## src/design/uart_flow_pkg.sv

```systemverilog
// Register map, field layout, reset values and states of the flow control block
package uart_flow_pkg;

  // ---------------------------------------------------------------
  // Register indices on the host port
  // ---------------------------------------------------------------
  localparam logic [3:0] ADDR_IER   = 4'h0;
  localparam logic [3:0] ADDR_ISR   = 4'h1;  // Read status, write FIFO control
  localparam logic [3:0] ADDR_LCR   = 4'h2;
  localparam logic [3:0] ADDR_MCR   = 4'h3;
  localparam logic [3:0] ADDR_LSR   = 4'h4;
  localparam logic [3:0] ADDR_MSR   = 4'h5;
  localparam logic [3:0] ADDR_SPR   = 4'h6;
  localparam logic [3:0] ADDR_DLL   = 4'h7;
  localparam logic [3:0] ADDR_DLM   = 4'h8;
  localparam logic [3:0] ADDR_EFR   = 4'h9;
  localparam logic [3:0] ADDR_FLOW_RESUME_CHAR_FIRST  = 4'ha;
  localparam logic [3:0] ADDR_FLOW_RESUME_CHAR_SECOND  = 4'hb;
  localparam logic [3:0] ADDR_FLOW_PAUSE_CHAR_FIRST = 4'hc;
  localparam logic [3:0] ADDR_FLOW_PAUSE_CHAR_SECOND = 4'hd;

  // ---------------------------------------------------------------
  // Reset values
  // ---------------------------------------------------------------
  localparam logic [7:0]  RST_ZERO    = 8'h00;
  localparam logic [7:0]  RST_LSR     = 8'h60;
  localparam logic [7:0]  RST_SPR     = 8'hff;
  localparam logic [15:0] RST_DIVISOR = 16'h0001;
  localparam logic [1:0]  RST_ISR_EVT = 2'h0;
  localparam logic        TX_MARK     = 1'b1;

  // ---------------------------------------------------------------
  // Guarded enhanced bits and field positions
  // ---------------------------------------------------------------
  localparam logic [7:0] IER_ENH_MASK = 8'hf0;
  localparam logic [7:0] FCR_ENH_MASK = 8'h30;
  localparam logic [7:0] MCR_ENH_MASK = 8'he4;
  localparam int EFR_ENH_BIT      = 4;
  localparam int EFR_SPECIAL_BIT  = 5;
  localparam int IER_FLOWINT_BIT  = 5;
  localparam int ISR_NOINT_BIT    = 0;
  localparam int ISR_EVT_LSB      = 4;

  // Two-bit flow control selection codes, transmit [3:2], receive [1:0]
  localparam logic [1:0] SEL_NONE   = 2'b00;
  localparam logic [1:0] SEL_FIRST  = 2'b10;
  localparam logic [1:0] SEL_SECOND = 2'b01;
  localparam logic [1:0] SEL_BOTH   = 2'b11;

  typedef enum logic [1:0] {
    FC_IDLE   = 2'b00,
    FC_FIRST  = 2'b01,
    FC_SECOND = 2'b10
  } flow_tx_state_t;

endpackage

```

## src/design/char_match.sv

```systemverilog
// Equality comparator between a received character and a stored one
`timescale 1ns/10ps
`default_nettype none
module char_match #(
  parameter int WIDTH = 8
) (
  input  wire logic [WIDTH-1:0] rx_char,
  input  wire logic [WIDTH-1:0] ref_char,
  output logic                  hit
);

  // Bit 0 of the stored character lines up with the first received bit
  assign hit = (rx_char == ref_char);

endmodule
`default_nettype wire

```

## src/design/uart_flow_ctrl.sv

```systemverilog
// Software flow control, enhanced bit lock and special character detect
//
// Notes on behaviour
// Selection field zero after reset: no flow control either way.
// Transmit bits 3:2: none, first pair, second pair, or both in turn.
// Receive bits 1:0: none, compare first pair, or second pair.
// Receive 11, one transmit pair: any resume or any pause matches.
// Receive 11, transmit 11 or 00: only first-then-second sequences.
// Guarded enhanced bits change only while the enhance bit is set.
// Clearing the enhance bit freezes guarded bits against legacy writes.
// Guarded enhanced bits are zero after reset.
// Software should normally keep the enhance bit set.
// Special detect: second pause char is stored and sets status bit 4.
// Stored character bit 0 matches received character LSB.
// First-pair receive with special detect: both work independently.
// Second pair, special on: pause char not stored, interrupts raised.
// Software keeps the two top enhanced feature bits at zero.
// Four write-only 8-bit resume and pause character registers.
// Divisor becomes 0x0001 on power-up only, not on pin reset.
// Reset: most registers zero, status 0x01, line 0x60, scratch 0xff.
// In reset serial output idles at mark; interrupt output released.
// Software clears all selection bits before programming a new setting.
// Pause suspends transmit after current character; resume restarts it.
`timescale 1ns/10ps
`default_nettype none
module uart_flow_ctrl (
  input  wire logic        clk_sys,
  input  wire logic        sys_rst,
  input  wire logic        por,
  input  wire logic        clk_en,
  input  wire logic [3:0]  reg_addr,
  input  wire logic [7:0]  reg_wdata,
  input  wire logic        reg_wr,
  input  wire logic        reg_rd,
  output logic [7:0]       reg_rdata,
  input  wire logic        rx_char_valid,
  input  wire logic [7:0]  rx_char,
  output logic             rx_fifo_push,
  output logic [7:0]       rx_fifo_data,
  output logic             tx_suspend,
  input  wire logic        send_pause_req,
  input  wire logic        send_resume_req,
  output logic             tx_flow_valid,
  output logic [7:0]       tx_flow_char,
  input  wire logic        tx_flow_ready,
  input  wire logic        tx_serial_in,
  output logic             txd,
  output logic             int_out,
  output logic             int_oe,
  input  wire logic [7:0]  line_status_in,
  input  wire logic [7:0]  modem_status_in,
  output logic [7:0]       line_control,
  output logic [7:0]       fifo_control,
  output logic [7:0]       modem_control,
  output logic [15:0]      divisor
);
  import uart_flow_pkg::*;

  // ---------------------------------------------------------------
  // Register storage
  // ---------------------------------------------------------------
  logic [7:0]  ier_q, fcr_q, lcr_q, mcr_q, lsr_q, msr_q, spr_q, efr_q;
  logic [7:0]  flow_resume_char_first_q, flow_resume_char_second_q, flow_pause_char_first_q, flow_pause_char_second_q;
  logic [15:0] div_q;
  logic [1:0]  isr_evt_q;
  logic [7:0]  rdata_q;
  logic        prev_on1_q, prev_off1_q, paused_q;
  logic        push_q;
  logic [7:0]  push_data_q;
  logic        txd_q, int_q, int_oe_q;
  flow_tx_state_t st_q, st_d;
  logic        kind_pause_q;
  logic [7:0]  tx_char_q;
  logic        pend_pause_q, pend_resume_q;

  // ---------------------------------------------------------------
  // Address decode
  // ---------------------------------------------------------------
  wire wr_ier   = reg_wr && (reg_addr == ADDR_IER);
  wire wr_fcr   = reg_wr && (reg_addr == ADDR_ISR);
  wire wr_lcr   = reg_wr && (reg_addr == ADDR_LCR);
  wire wr_mcr   = reg_wr && (reg_addr == ADDR_MCR);
  wire wr_spr   = reg_wr && (reg_addr == ADDR_SPR);
  wire wr_dll   = reg_wr && (reg_addr == ADDR_DLL);
  wire wr_dlm   = reg_wr && (reg_addr == ADDR_DLM);
  wire wr_efr   = reg_wr && (reg_addr == ADDR_EFR);
  wire wr_flow_resume_char_first  = reg_wr && (reg_addr == ADDR_FLOW_RESUME_CHAR_FIRST);
  wire wr_flow_resume_char_second  = reg_wr && (reg_addr == ADDR_FLOW_RESUME_CHAR_SECOND);
  wire wr_flow_pause_char_first = reg_wr && (reg_addr == ADDR_FLOW_PAUSE_CHAR_FIRST);
  wire wr_flow_pause_char_second = reg_wr && (reg_addr == ADDR_FLOW_PAUSE_CHAR_SECOND);
  wire rd_isr   = reg_rd && (reg_addr == ADDR_ISR);

  // ---------------------------------------------------------------
  // Enhanced bit lock
  // ---------------------------------------------------------------
  // With the enhance bit clear the guarded bits keep their old value, so
  // legacy drivers that write whole bytes cannot disturb them.
  wire       enh_on  = efr_q[EFR_ENH_BIT];
  wire [7:0] ier_new = enh_on ? reg_wdata :
                       ((reg_wdata & ~IER_ENH_MASK) | (ier_q & IER_ENH_MASK));
  wire [7:0] fcr_new = enh_on ? reg_wdata :
                       ((reg_wdata & ~FCR_ENH_MASK) | (fcr_q & FCR_ENH_MASK));
  wire [7:0] mcr_new = enh_on ? reg_wdata :
                       ((reg_wdata & ~MCR_ENH_MASK) | (mcr_q & MCR_ENH_MASK));

  // ---------------------------------------------------------------
  // Receive comparison
  // ---------------------------------------------------------------
  wire [1:0] rx_sel = efr_q[1:0];
  wire [1:0] tx_sel = efr_q[3:2];
  wire       h_on1, h_on2, h_off1, h_off2;

  // One comparator per stored character, all fed the same received byte
  char_match #(.WIDTH(8)) u_on1 (
    .rx_char  (rx_char),
    .ref_char (flow_resume_char_first_q),
    .hit      (h_on1)
  );
  char_match #(.WIDTH(8)) u_on2 (
    .rx_char  (rx_char),
    .ref_char (flow_resume_char_second_q),
    .hit      (h_on2)
  );
  char_match #(.WIDTH(8)) u_off1 (
    .rx_char  (rx_char),
    .ref_char (flow_pause_char_first_q),
    .hit      (h_off1)
  );
  char_match #(.WIDTH(8)) u_off2 (
    .rx_char  (rx_char),
    .ref_char (flow_pause_char_second_q),
    .hit      (h_off2)
  );

  wire single_tx = (tx_sel == SEL_FIRST) || (tx_sel == SEL_SECOND);
  wire any_mode  = (rx_sel == SEL_BOTH) && single_tx;
  wire seq_mode  = (rx_sel == SEL_BOTH) && !single_tx;

  wire pause_hit  = ((rx_sel == SEL_FIRST) && h_off1)
                 || ((rx_sel == SEL_SECOND) && h_off2)
                 || (any_mode && (h_off1 || h_off2))
                 || (seq_mode && prev_off1_q && h_off2);
  wire resume_hit = ((rx_sel == SEL_FIRST) && h_on1)
                 || ((rx_sel == SEL_SECOND) && h_on2)
                 || (any_mode && (h_on1 || h_on2))
                 || (seq_mode && prev_on1_q && h_on2);

  // Special detect runs beside flow control; on the second pair the
  // pause character is swallowed instead of stored.
  wire special_hit = efr_q[EFR_SPECIAL_BIT] && h_off2;
  wire swallow     = pause_hit || resume_hit
                  || (special_hit && (rx_sel == SEL_SECOND));
  wire push_now    = rx_char_valid && !swallow;
  wire pause_evt   = rx_char_valid && (pause_hit || special_hit);
  wire resume_evt  = rx_char_valid && resume_hit;
  wire [1:0] evt_set = {resume_evt, pause_evt};

  // Set wins over the clear caused by reading the status register
  wire [1:0] isr_evt_d = (rd_isr ? RST_ISR_EVT : isr_evt_q) | evt_set;
  wire       irq       = ier_q[IER_FLOWINT_BIT] && (|isr_evt_q);
  logic [7:0] isr_view;
  always_comb begin
    isr_view                                   = RST_ZERO;
    isr_view[ISR_EVT_LSB +: $bits(isr_evt_q)] = isr_evt_q;
    isr_view[ISR_NOINT_BIT]                    = !irq;
  end

  // ---------------------------------------------------------------
  // Read mux, registered one cycle later
  // ---------------------------------------------------------------
  // Registered read data keep the host timing fixed at one cycle
  logic [7:0] rd_mux;
  always_comb begin
    case (reg_addr)
      ADDR_IER: rd_mux = ier_q;
      ADDR_ISR: rd_mux = isr_view;
      ADDR_LCR: rd_mux = lcr_q;
      ADDR_MCR: rd_mux = mcr_q;
      ADDR_LSR: rd_mux = lsr_q;
      ADDR_MSR: rd_mux = msr_q;
      ADDR_SPR: rd_mux = spr_q;
      ADDR_DLL: rd_mux = div_q[7:0];
      ADDR_DLM: rd_mux = div_q[15:8];
      ADDR_EFR: rd_mux = efr_q;
      // Character registers are write-only and read as zero
      default:  rd_mux = RST_ZERO;
    endcase
  end

  // ---------------------------------------------------------------
  // Host registers
  // ---------------------------------------------------------------
  // Reset waits for the enable too, so a frozen block keeps all state
  always_ff @(posedge clk_sys) begin
    if (sys_rst && clk_en) begin
      ier_q   <= RST_ZERO;
      fcr_q   <= RST_ZERO;
      lcr_q   <= RST_ZERO;
      mcr_q   <= RST_ZERO;
      lsr_q   <= RST_LSR;
      msr_q   <= RST_ZERO;
      spr_q   <= RST_SPR;
      efr_q   <= RST_ZERO;
      flow_resume_char_first_q  <= RST_ZERO;
      flow_resume_char_second_q  <= RST_ZERO;
      flow_pause_char_first_q <= RST_ZERO;
      flow_pause_char_second_q <= RST_ZERO;
      rdata_q <= RST_ZERO;
    end else if (clk_en) begin
      if (wr_ier)   ier_q   <= ier_new;
      if (wr_fcr)   fcr_q   <= fcr_new;
      if (wr_lcr)   lcr_q   <= reg_wdata;
      if (wr_mcr)   mcr_q   <= mcr_new;
      if (wr_spr)   spr_q   <= reg_wdata;
      if (wr_efr)   efr_q   <= reg_wdata;
      if (wr_flow_resume_char_first)  flow_resume_char_first_q  <= reg_wdata;
      if (wr_flow_resume_char_second)  flow_resume_char_second_q  <= reg_wdata;
      if (wr_flow_pause_char_first) flow_pause_char_first_q <= reg_wdata;
      if (wr_flow_pause_char_second) flow_pause_char_second_q <= reg_wdata;
      lsr_q   <= line_status_in;
      msr_q   <= modem_status_in;
      rdata_q <= reg_rd ? rd_mux : RST_ZERO;
    end
  end

  // Divisor survives the reset pin; only power-up loads it
  always_ff @(posedge clk_sys) begin
    if (por && clk_en) begin
      div_q <= RST_DIVISOR;
    end else if (clk_en) begin
      if (wr_dll) div_q[7:0]  <= reg_wdata;
      if (wr_dlm) div_q[15:8] <= reg_wdata;
    end
  end

  // ---------------------------------------------------------------
  // Receive path and pause state
  // ---------------------------------------------------------------
  // Pair memory only moves on a real character, so idle cycles between
  // the two halves of a sequence do not break it
  always_ff @(posedge clk_sys) begin
    if (sys_rst && clk_en) begin
      isr_evt_q   <= RST_ISR_EVT;
      prev_on1_q  <= 1'b0;
      prev_off1_q <= 1'b0;
      paused_q    <= 1'b0;
      push_q      <= 1'b0;
      push_data_q <= RST_ZERO;
    end else if (clk_en) begin
      isr_evt_q <= isr_evt_d;
      push_q    <= push_now;
      if (rx_char_valid) begin
        prev_on1_q  <= h_on1;
        prev_off1_q <= h_off1;
        push_data_q <= rx_char;
        if (pause_hit) begin
          paused_q <= 1'b1;
        end else if (resume_hit) begin
          paused_q <= 1'b0;
        end
      end
    end
  end

  // ---------------------------------------------------------------
  // Transmit flow character sequencer
  // ---------------------------------------------------------------
  // Requests are latched so one arriving while a pair is in flight waits
  wire tx_on   = (tx_sel != SEL_NONE);
  wire start   = (st_q == FC_IDLE) && tx_on
              && (pend_pause_q || pend_resume_q);
  wire take_p  = pend_pause_q;
  wire handoff = tx_flow_valid && tx_flow_ready;

  always_comb begin
    case (st_q)
      FC_IDLE:   st_d = start ? FC_FIRST : FC_IDLE;
      FC_FIRST:  st_d = !handoff ? FC_FIRST :
                        ((tx_sel == SEL_BOTH) ? FC_SECOND : FC_IDLE);
      FC_SECOND: st_d = handoff ? FC_IDLE : FC_SECOND;
      default:   st_d = FC_IDLE;
    endcase
  end

  // First character of a kind is pair one unless only pair two is chosen
  wire [7:0] first_char = (tx_sel == SEL_SECOND) ?
                          (take_p ? flow_pause_char_second_q : flow_resume_char_second_q) :
                          (take_p ? flow_pause_char_first_q : flow_resume_char_first_q);
  wire [7:0] second_char = kind_pause_q ? flow_pause_char_second_q : flow_resume_char_second_q;

  always_ff @(posedge clk_sys) begin
    if (sys_rst && clk_en) begin
      st_q          <= FC_IDLE;
      kind_pause_q  <= 1'b0;
      tx_char_q     <= RST_ZERO;
      pend_pause_q  <= 1'b0;
      pend_resume_q <= 1'b0;
    end else if (clk_en) begin
      st_q <= st_d;
      // A new request wins over the consumption of an older one
      pend_pause_q  <= (pend_pause_q && !(start && take_p)) || send_pause_req;
      pend_resume_q <= (pend_resume_q && !(start && !take_p))
                    || send_resume_req;
      if (start) begin
        kind_pause_q <= take_p;
        tx_char_q    <= first_char;
      end else if ((st_q == FC_FIRST) && handoff) begin
        tx_char_q <= second_char;
      end
    end
  end

  // ---------------------------------------------------------------
  // Pins
  // ---------------------------------------------------------------
  // Mark during reset keeps the line from showing a false start bit
  always_ff @(posedge clk_sys) begin
    if (sys_rst && clk_en) begin
      txd_q    <= TX_MARK;
      int_q    <= 1'b0;
      int_oe_q <= 1'b0;
    end else if (clk_en) begin
      txd_q    <= tx_serial_in;
      int_q    <= irq;
      int_oe_q <= 1'b1;
    end
  end

  assign reg_rdata     = rdata_q;
  assign rx_fifo_push  = push_q;
  assign rx_fifo_data  = push_data_q;
  assign tx_suspend    = paused_q;
  assign tx_flow_valid = (st_q == FC_FIRST) || (st_q == FC_SECOND);
  assign tx_flow_char  = tx_char_q;
  assign txd           = txd_q;
  assign int_out       = int_q;
  assign int_oe        = int_oe_q;
  assign line_control  = lcr_q;
  assign fifo_control  = fcr_q;
  assign modem_control = mcr_q;
  assign divisor       = div_q;

endmodule
`default_nettype wire

```

## config.mk

```make
export PLATFORM = sky130hd
export DESIGN_NAME = uart_flow_ctrl
export DESIGN_NICKNAME = d
export VERILOG_FILES = /design/src/design/uart_flow_pkg.sv /design/src/design/char_match.sv /design/src/design/uart_flow_ctrl.sv
export SDC_FILE = /design/constraint.sdc
export NUM_CORES = 1
export LEC_CHECK = 0
export BUFFER_PORTS_ARGS = -buffer_cell sky130_fd_sc_hd__buf_2
export CORE_MARGIN = 1
export CORE_UTILIZATION = 55
export CTS_BUF_LIST = sky130_fd_sc_hd__clkbuf_8
export DETAILED_ROUTE_END_ITERATION = 7
export GPL_ROUTABILITY_DRIVEN = 0
export HOLD_SLACK_MARGIN = 0.12
export PLACE_DENSITY = 0.82
export SYNTH_ARGS = -nofsm -noshare
export SYNTH_HDL_FRONTEND = slang
export SYNTH_HIERARCHICAL = 1
export SYNTH_SLANG_ARGS = --single-unit
```

## constraint.sdc

```tcl
create_clock -name clk_sys -period 5.17 [get_ports clk_sys]
set_clock_uncertainty 0.05 [all_clocks]
set_input_delay 1.034 -clock clk_sys [delete_from_list [all_inputs] [get_ports clk_sys]]
set_output_delay 1.034 -clock clk_sys [all_outputs]
set_load 0.01 [all_outputs]
```

==> impl_metrics.py, run 1 <==
metrics = {
    "run_status": {
        "status": "complete, no violations",
    },
    "grt": {
        "grt_usage": 0.302,
        "grt_pass1_wl_um": 30200,
        "grt_max_degree": 78,
        "grt_pass1_vias": 5761,
        "antenna_found_initial": 1,
        "grt-ovfl-total": 0,
    },
    "setup_path": {
        "cp_data_required_time_ns": 5.43,
        "critical_path_class": "input port to register",
        "startpoint_type": "input port",
        "cp_max_fo": 29,
        "crit_path_end_kind": "register",
        "cp.arrival_ns": 2.92,
    },
    "floorplan": {
        "io_pins": 117,
        "die_area_mm2": 0.0132,
        "initial_core_util": 0.575,
        "die_x_um": 115,
        "design.core.area_mm2": 0.0122,
        "fp.dieH_um": 115,
        "rows": 40,
    },
    "worst_hold_path": {
        "hp-class": "register to register",
    },
    "synthesis": {
        "syn_area_per_cell_um2": 9.22,
        "synth_seq_area_share": 0.428,
        "synth.distinct_cells": 66,
        "synth_edf_count": 0,
        "synthArstFlopShare": 0,
        "synth_flop_cell": "dfxtp_1",
        "synth_warnings": 6,
        "netlist.area_leader.share": 0.428,
        "synth_area_leaders": "dfxtp_1 (43%), mux2i_1 (12%), nor2_1 (4.9%)",
        "netlist_area_mm2": 0.00702,
        "synth_area_leader_cell": "dfxtp_1",
        "ys_ff_latch": 150,
        "synth_nets": 815,
        "netlist_instances": 761,
    },
    "pwr": {
        "p_per_area_mw_per_mm2": 298,
        "switching_share": 0.260,
        "power_switching_w": 0.000621,
        "leakagePower_nw": 3.20,
        "power_frac_comb": 0.098,
        "p_int_w": 0.00176,
        "p_seq_frac": 0.514,
        "vdd_drop_max_uv": 196,
        "clockPowerShare": 0.388,
    },
    "route": {
        "drtAntennaViolNets": 0,
        "vias": 6104,
        "drt_iter0_drc": 627,
        "wire_per_inst_um": 18.6,
        "drt_first_pass_iters": 7,
        "routed_wl_um": 19100,
        "viasPerCell": 5.94,
        "drc_errors": 0,
    },
    "clock_tree": {
        "post_cts_buffers": 0,
        "cts_resized": 0,
        "insertion_delay_ns": 0.46,
        "clock_path_buffers": 2,
        "cts-root-buf": "clkbuf_8",
        "clk_pin_slew_ns": 0.07,
        "cts_buffers": 17,
        "cts_tree": "done",
        "h-tree-depth": 4,
        "cts.sinks": 150,
        "hold_buffers": 0,
    },
    "final_layout": {
        "layout_common_cells": "dfxtp_1 (150), buf_2 (116), nor2_1 (92)",
        "layout_commonest_cell": "dfxtp_1",
        "layout.cells.non_filler": 1027,
        "syn_to_final_growth_pct": 14.0,
        "drive_above_1_share": 0.203,
        "fin_nets": 900,
    },
    "sta": {
        "tightest_slew_ns": 0.806,
        "rsz0062_at_grt": "false",
        "relSlewSlack": 0.463,
        "whs_ns": 0.405,
        "setup_tns_ns": 0,
        "max_clock_freq_mhz": 377,
        "finalCriticalPeriod_ns": 2.66,
        "drv_slew": 0,
        "final_hold_viol_count": 0,
        "fin_crit_sh": 0.514,
        "final-setup-viol-count": 0,
    },
    "job": {
        "maxCapViolations": 0,
    },
    "placement": {
        "dp_hpwl_um": 13100,
        "dp_cells": 995,
        "port_buffers": 116,
    },
}
## final cells by class
class / count / area, um^2
Clock buffer: 18 / 248
Clock inverter: 13 / 159
Sequential cell: 150 / 3000
Multi-Input combinational cell: 545 / 3730
Tap cell: 168 / 210
Inverter: 13 / 48.8
Timing Repair Buffer: 119 / 603
Antenna cell: 1 / 2.50
Fill cell: 1035 / 4210
## worst max-delay path, stage by stage
cell,delay (ns)
buf_2,0.31
nor4b_1,0.65
and3_1,0.58
mux2i_1,0.26
nor2_1,0.06
## sequential cells by signal, indices dropped and copies added, names as in the netlist, 8 cells and up
name                       cells
divisor                       16
efr_q                          8
fifo_control                   8
flow_pause_char_first_q        8
flow_pause_char_second_q       8
flow_resume_char_first_q       8
flow_resume_char_second_q      8
ier_q                          8
line_control                   8
lsr_q                          8
modem_control                  8
msr_q                          8
reg_rdata                      8
rx_fifo_data                   8
spr_q                          8
tx_flow_char                   8
## metal layers
| metal | vias up | GRT usage | routed length [um] |
|---|---|---|---|
| li1 | 2873 | - | - |
| met1 | 2905 | 0.389 | 8170 |
| met2 | 280 | 0.479 | 8910 |
| met3 | 46 | 0.0722 | 1380 |
| met4 | 0 | 0.144 | 629 |
| met5 | - | 0 | 0 |
## stage by stage
step / cell area [um^2] / utilization / power, W / setup slack (ns)
finish: 8000 / 0.655 / 0.00238 / 2.51
floorplan: 7020 / - / 0.00140 / 2.83
global route: 8000 / 0.655 / 0.00247 / 2.41
CTS: 8000 / 0.655 / 0.00239 / 2.56
global placement: 7590 / 0.622 / 0.00148 / 2.18
detailed placement: 7590 / 0.622 / 0.00148 / 2.06
## worst paths after layout
| check | start | end | slack, ns | depth (start not counted) |
|---|---|---|---|---|
| worst max-delay path | reg_addr[2] | fifo_control[0] | 2.51 | 5 |
| worst min-delay path | rx_fifo_data[6] | rx_fifo_data[6] | 0.41 | 2 |
| worst max register to register | efr_q[2] | tx_flow_char[7] | 3.05 | 5 |
| worst min register to register | rx_fifo_data[6] | rx_fifo_data[6] | 0.41 | 2 |
## synthesized netlist by cell type, types with 4 or more instances
| library cell | instances |
|---|---|
| a211oi_1 | 4 |
| a21oi_1 | 53 |
| a22o_1 | 15 |
| a22oi_1 | 9 |
| and2_1 | 4 |
| buf_1 | 7 |
| buf_2 | 10 |
| buf_4 | 8 |
| clkbuf_1 | 28 |
| dfxtp_1 | 150 |
| ha_1 | 7 |
| inv_1 | 12 |
| mux2i_1 | 87 |
| mux4_2 | 9 |
| nand2_1 | 87 |
| nand2b_1 | 4 |
| nand3_1 | 13 |
| nand4_1 | 8 |
| nor2_1 | 92 |
| nor2b_1 | 8 |
| nor3_1 | 4 |
| o21ai_0 | 27 |
| o221ai_1 | 5 |
| o22ai_1 | 5 |
| o2bb2ai_1 | 16 |
| xnor2_1 | 32 |
## power groups by stage
stage	Clock [W]	Combinational, W	Sequential [W]
final	0.000925	0.000234	0.00123
after CTS	0.000935	0.000231	0.00122
after detailed placement	0	0.000229	0.00125
after global placement	0	0.000225	0.00125
after floorplan	0	0.000152	0.00124
after global routing	0.000991	0.000254	0.00123
## kinds of logic (layout without fill, tap and decap cells)
kind of cell,Yosys count,in the layout,synth area share
adders and majority gates,7,7,0.0125
muxes,98,98,0.156
xor gates and xnor gates,32,32,0.0399
and+or+nand+nor,245,245,0.165
other,0,1,0
AOI/OAI and AO/OA,163,163,0.157
buffers and inverters,66,163,0.0414
DFF,150,150,0.428
(Power assumes the default switching activity.)
==> run 2, diff against run 1 <==
Clock period 5.17 ns to 2.75 ns, I/O delays scaled along.
==> run 2 against run 1 <==
Final cell count increased by 1.6%. Sequential cell count stayed put. Sequential share of layout area decreased by 0.90 points. Core utilization up 1.6 points. Clock power increased by 110%. Wire length is 0.50% higher. Register-to-register slack got worse by 2.4 ns. Largest cell class unchanged. Highest routed layer unchanged.
==> impl_metrics.py, run 2 (synthesized netlist as in run 1, its figures left out) <==
metrics = {
    "placement": {
        "placement.cell_area_mm2": 0.00774,
        "port_buffers": 116,
        "dp_hpwl_um": 13600,
        "dp_cells": 1011,
    },
    "route": {
        "routed_wl_um": 19200,
        "drt_iter0_drc": 555,
        "wire_per_inst_um": 18.4,
        "viasPerCell": 5.90,
        "vias": 6149,
        "drtAntennaViolNets": 0,
        "drt_first_pass_iters": 6,
        "drc_errors": 0,
    },
    "final_layout": {
        "fin_area_mm2": 0.00820,
        "nFillCells": 1028,
        "postLayoutCoreUtil": 0.671,
        "layout_commonest_cell": "dfxtp_1",
        "layout.cells.non_filler": 1043,
        "seq_area_mm2": 0.00300,
        "drive_above_1_share": 0.218,
        "antenna-diode-count": 0,
        "syn_to_final_growth_pct": 16.8,
        "multi_input_area_mm2": 0.00373,
        "largest_reg_flops": 16,
        "fin_nets": 916,
        "layout_common_cells": "dfxtp_1 (150), buf_2 (116), nor2_1 (92)",
    },
    "setup_path": {
        "cpLargestDelayFamily": "multiplexers",
        "cp.buffers_inverters": 0,
        "startpoint_type": "register",
        "crit_path_end_kind": "register",
        "max_stage_delay_ns": 0.57,
        "crit_slowest_cell": "mux4_2",
        "cp.arrival_ns": 2.46,
        "cp_data_required_time_ns": 3.06,
        "critical_path_class": "register to register",
        "cp_max_fo": 8,
        "path_cells": "ha_1 -> mux4_2 -> nor2_1 -> a21oi_1 -> a22o_1",
    },
    "floorplan": {
        "initial_core_util": 0.575,
        "die_area_mm2": 0.0132,
        "die_x_um": 115,
        "fp.dieH_um": 115,
        "rows": 40,
        "io_pins": 117,
        "design.core.area_mm2": 0.0122,
    },
    "sta": {
        "max_clock_freq_mhz": 466,
        "final_hold_viol_count": 0,
        "rsz0062_at_grt": "false",
        "setup_tns_ns": 0,
        "drv_slew": 0,
        "relSlewSlack": 0.524,
        "tightest_slew_ns": 0.714,
        "finalCriticalPeriod_ns": 2.15,
        "fin_crit_sh": 0.780,
        "final-setup-viol-count": 0,
    },
    "worst_hold_path": {
        "hp-class": "input port to register",
    },
    "clock_tree": {
        "cts_resized": 0,
        "cts.sinks": 150,
        "hold_buffers": 0,
        "cts_buffers": 17,
        "clock_path_buffers": 2,
        "post_cts_buffers": 0,
        "cts_tree": "done",
        "cts-root-buf": "clkbuf_8",
        "h-tree-depth": 4,
        "clk_pin_slew_ns": 0.08,
        "insertion_delay_ns": 0.46,
    },
    "run_status": {
        "status": "complete, no violations",
    },
    "grt": {
        "grt-ovfl-total": 0,
        "grt_pass1_vias": 5680,
        "antenna_found_initial": 0,
        "grt_usage": 0.300,
        "grt_max_degree": 41,
        "grt_pass1_wl_um": 30000,
    },
    "pwr": {
        "vdd_drop_max_uv": 506,
        "total_power_w": 0.00472,
        "leakagePower_nw": 3.32,
        "p_per_area_mw_per_mm2": 576,
    },
    "job": {
        "maxCapViolations": 0,
    },
}
==> run 2: cell count changes in the layout (fill, tap and decap cells not counted), moves of 2 or more <==
cell / before / now
buf_4: 3 / 17
inv_6: 0 / 3
buf_12: 0 / 2
bufinv_16: 3 / 5
clkinv_4: 2 / 0
==> run 2: path summary, 6_finish.rpt <==
path	cells past startpoint	from	end	slack (ns)
max	5	efr_q[2]	tx_flow_char[7]	0.60
min	2	send_pause_req	pend_pause_q	0.25
max reg2reg	5	efr_q[2]	tx_flow_char[7]	0.60
min reg2reg	2	rx_fifo_data[0]	rx_fifo_data[0]	0.41
==> run 2: area by class of cell <==
cell class / count / area share
multi-input cells: 545 / 0.455
flip-flops and latches: 150 / 0.366
repair buffers: 135 / 0.0913
clock buffers: 17 / 0.0285
clock inverters: 15 / 0.0276
well taps: 168 / 0.0256
inverters: 13 / 0.00595
==> run 2: worst reg2reg max path: stages (launching register included) <==
cell	delay (ns)
dfxtp_1	0.48
ha_1	0.56
mux4_2	0.57
nor2_1	0.11
a21oi_1	0.05
a22o_1	0.23
==> run 2: metal layers <==
metal	GRT usage	part of all wire
met5	0	0
met3	0.0727	0.069
met2	0.469	0.46
met1	0.389	0.43
met4	0.146	0.035
==> run 2: through the flow <==
step,hold slack (ns),setup WS (ns)
2_1_floorplan,0.375,0.889
4_1_cts,0.236,0.607
3_5_place_dp,0.392,0.360
3_3_place_gp,0.389,0.434
5_1_grt,0.238,0.498
6_report,0.252,0.605
==> run 2: where the power goes <==
group / total, W / switching (W) / internal, W
Clock: 0.00196 / 0.000873 / 0.00109
Combinational: 0.000467 / 0.000284 / 0.000184
Sequential: 0.00229 / 0.0000547 / 0.00224
Total: 0.00472 / 0.00121 / 0.00351
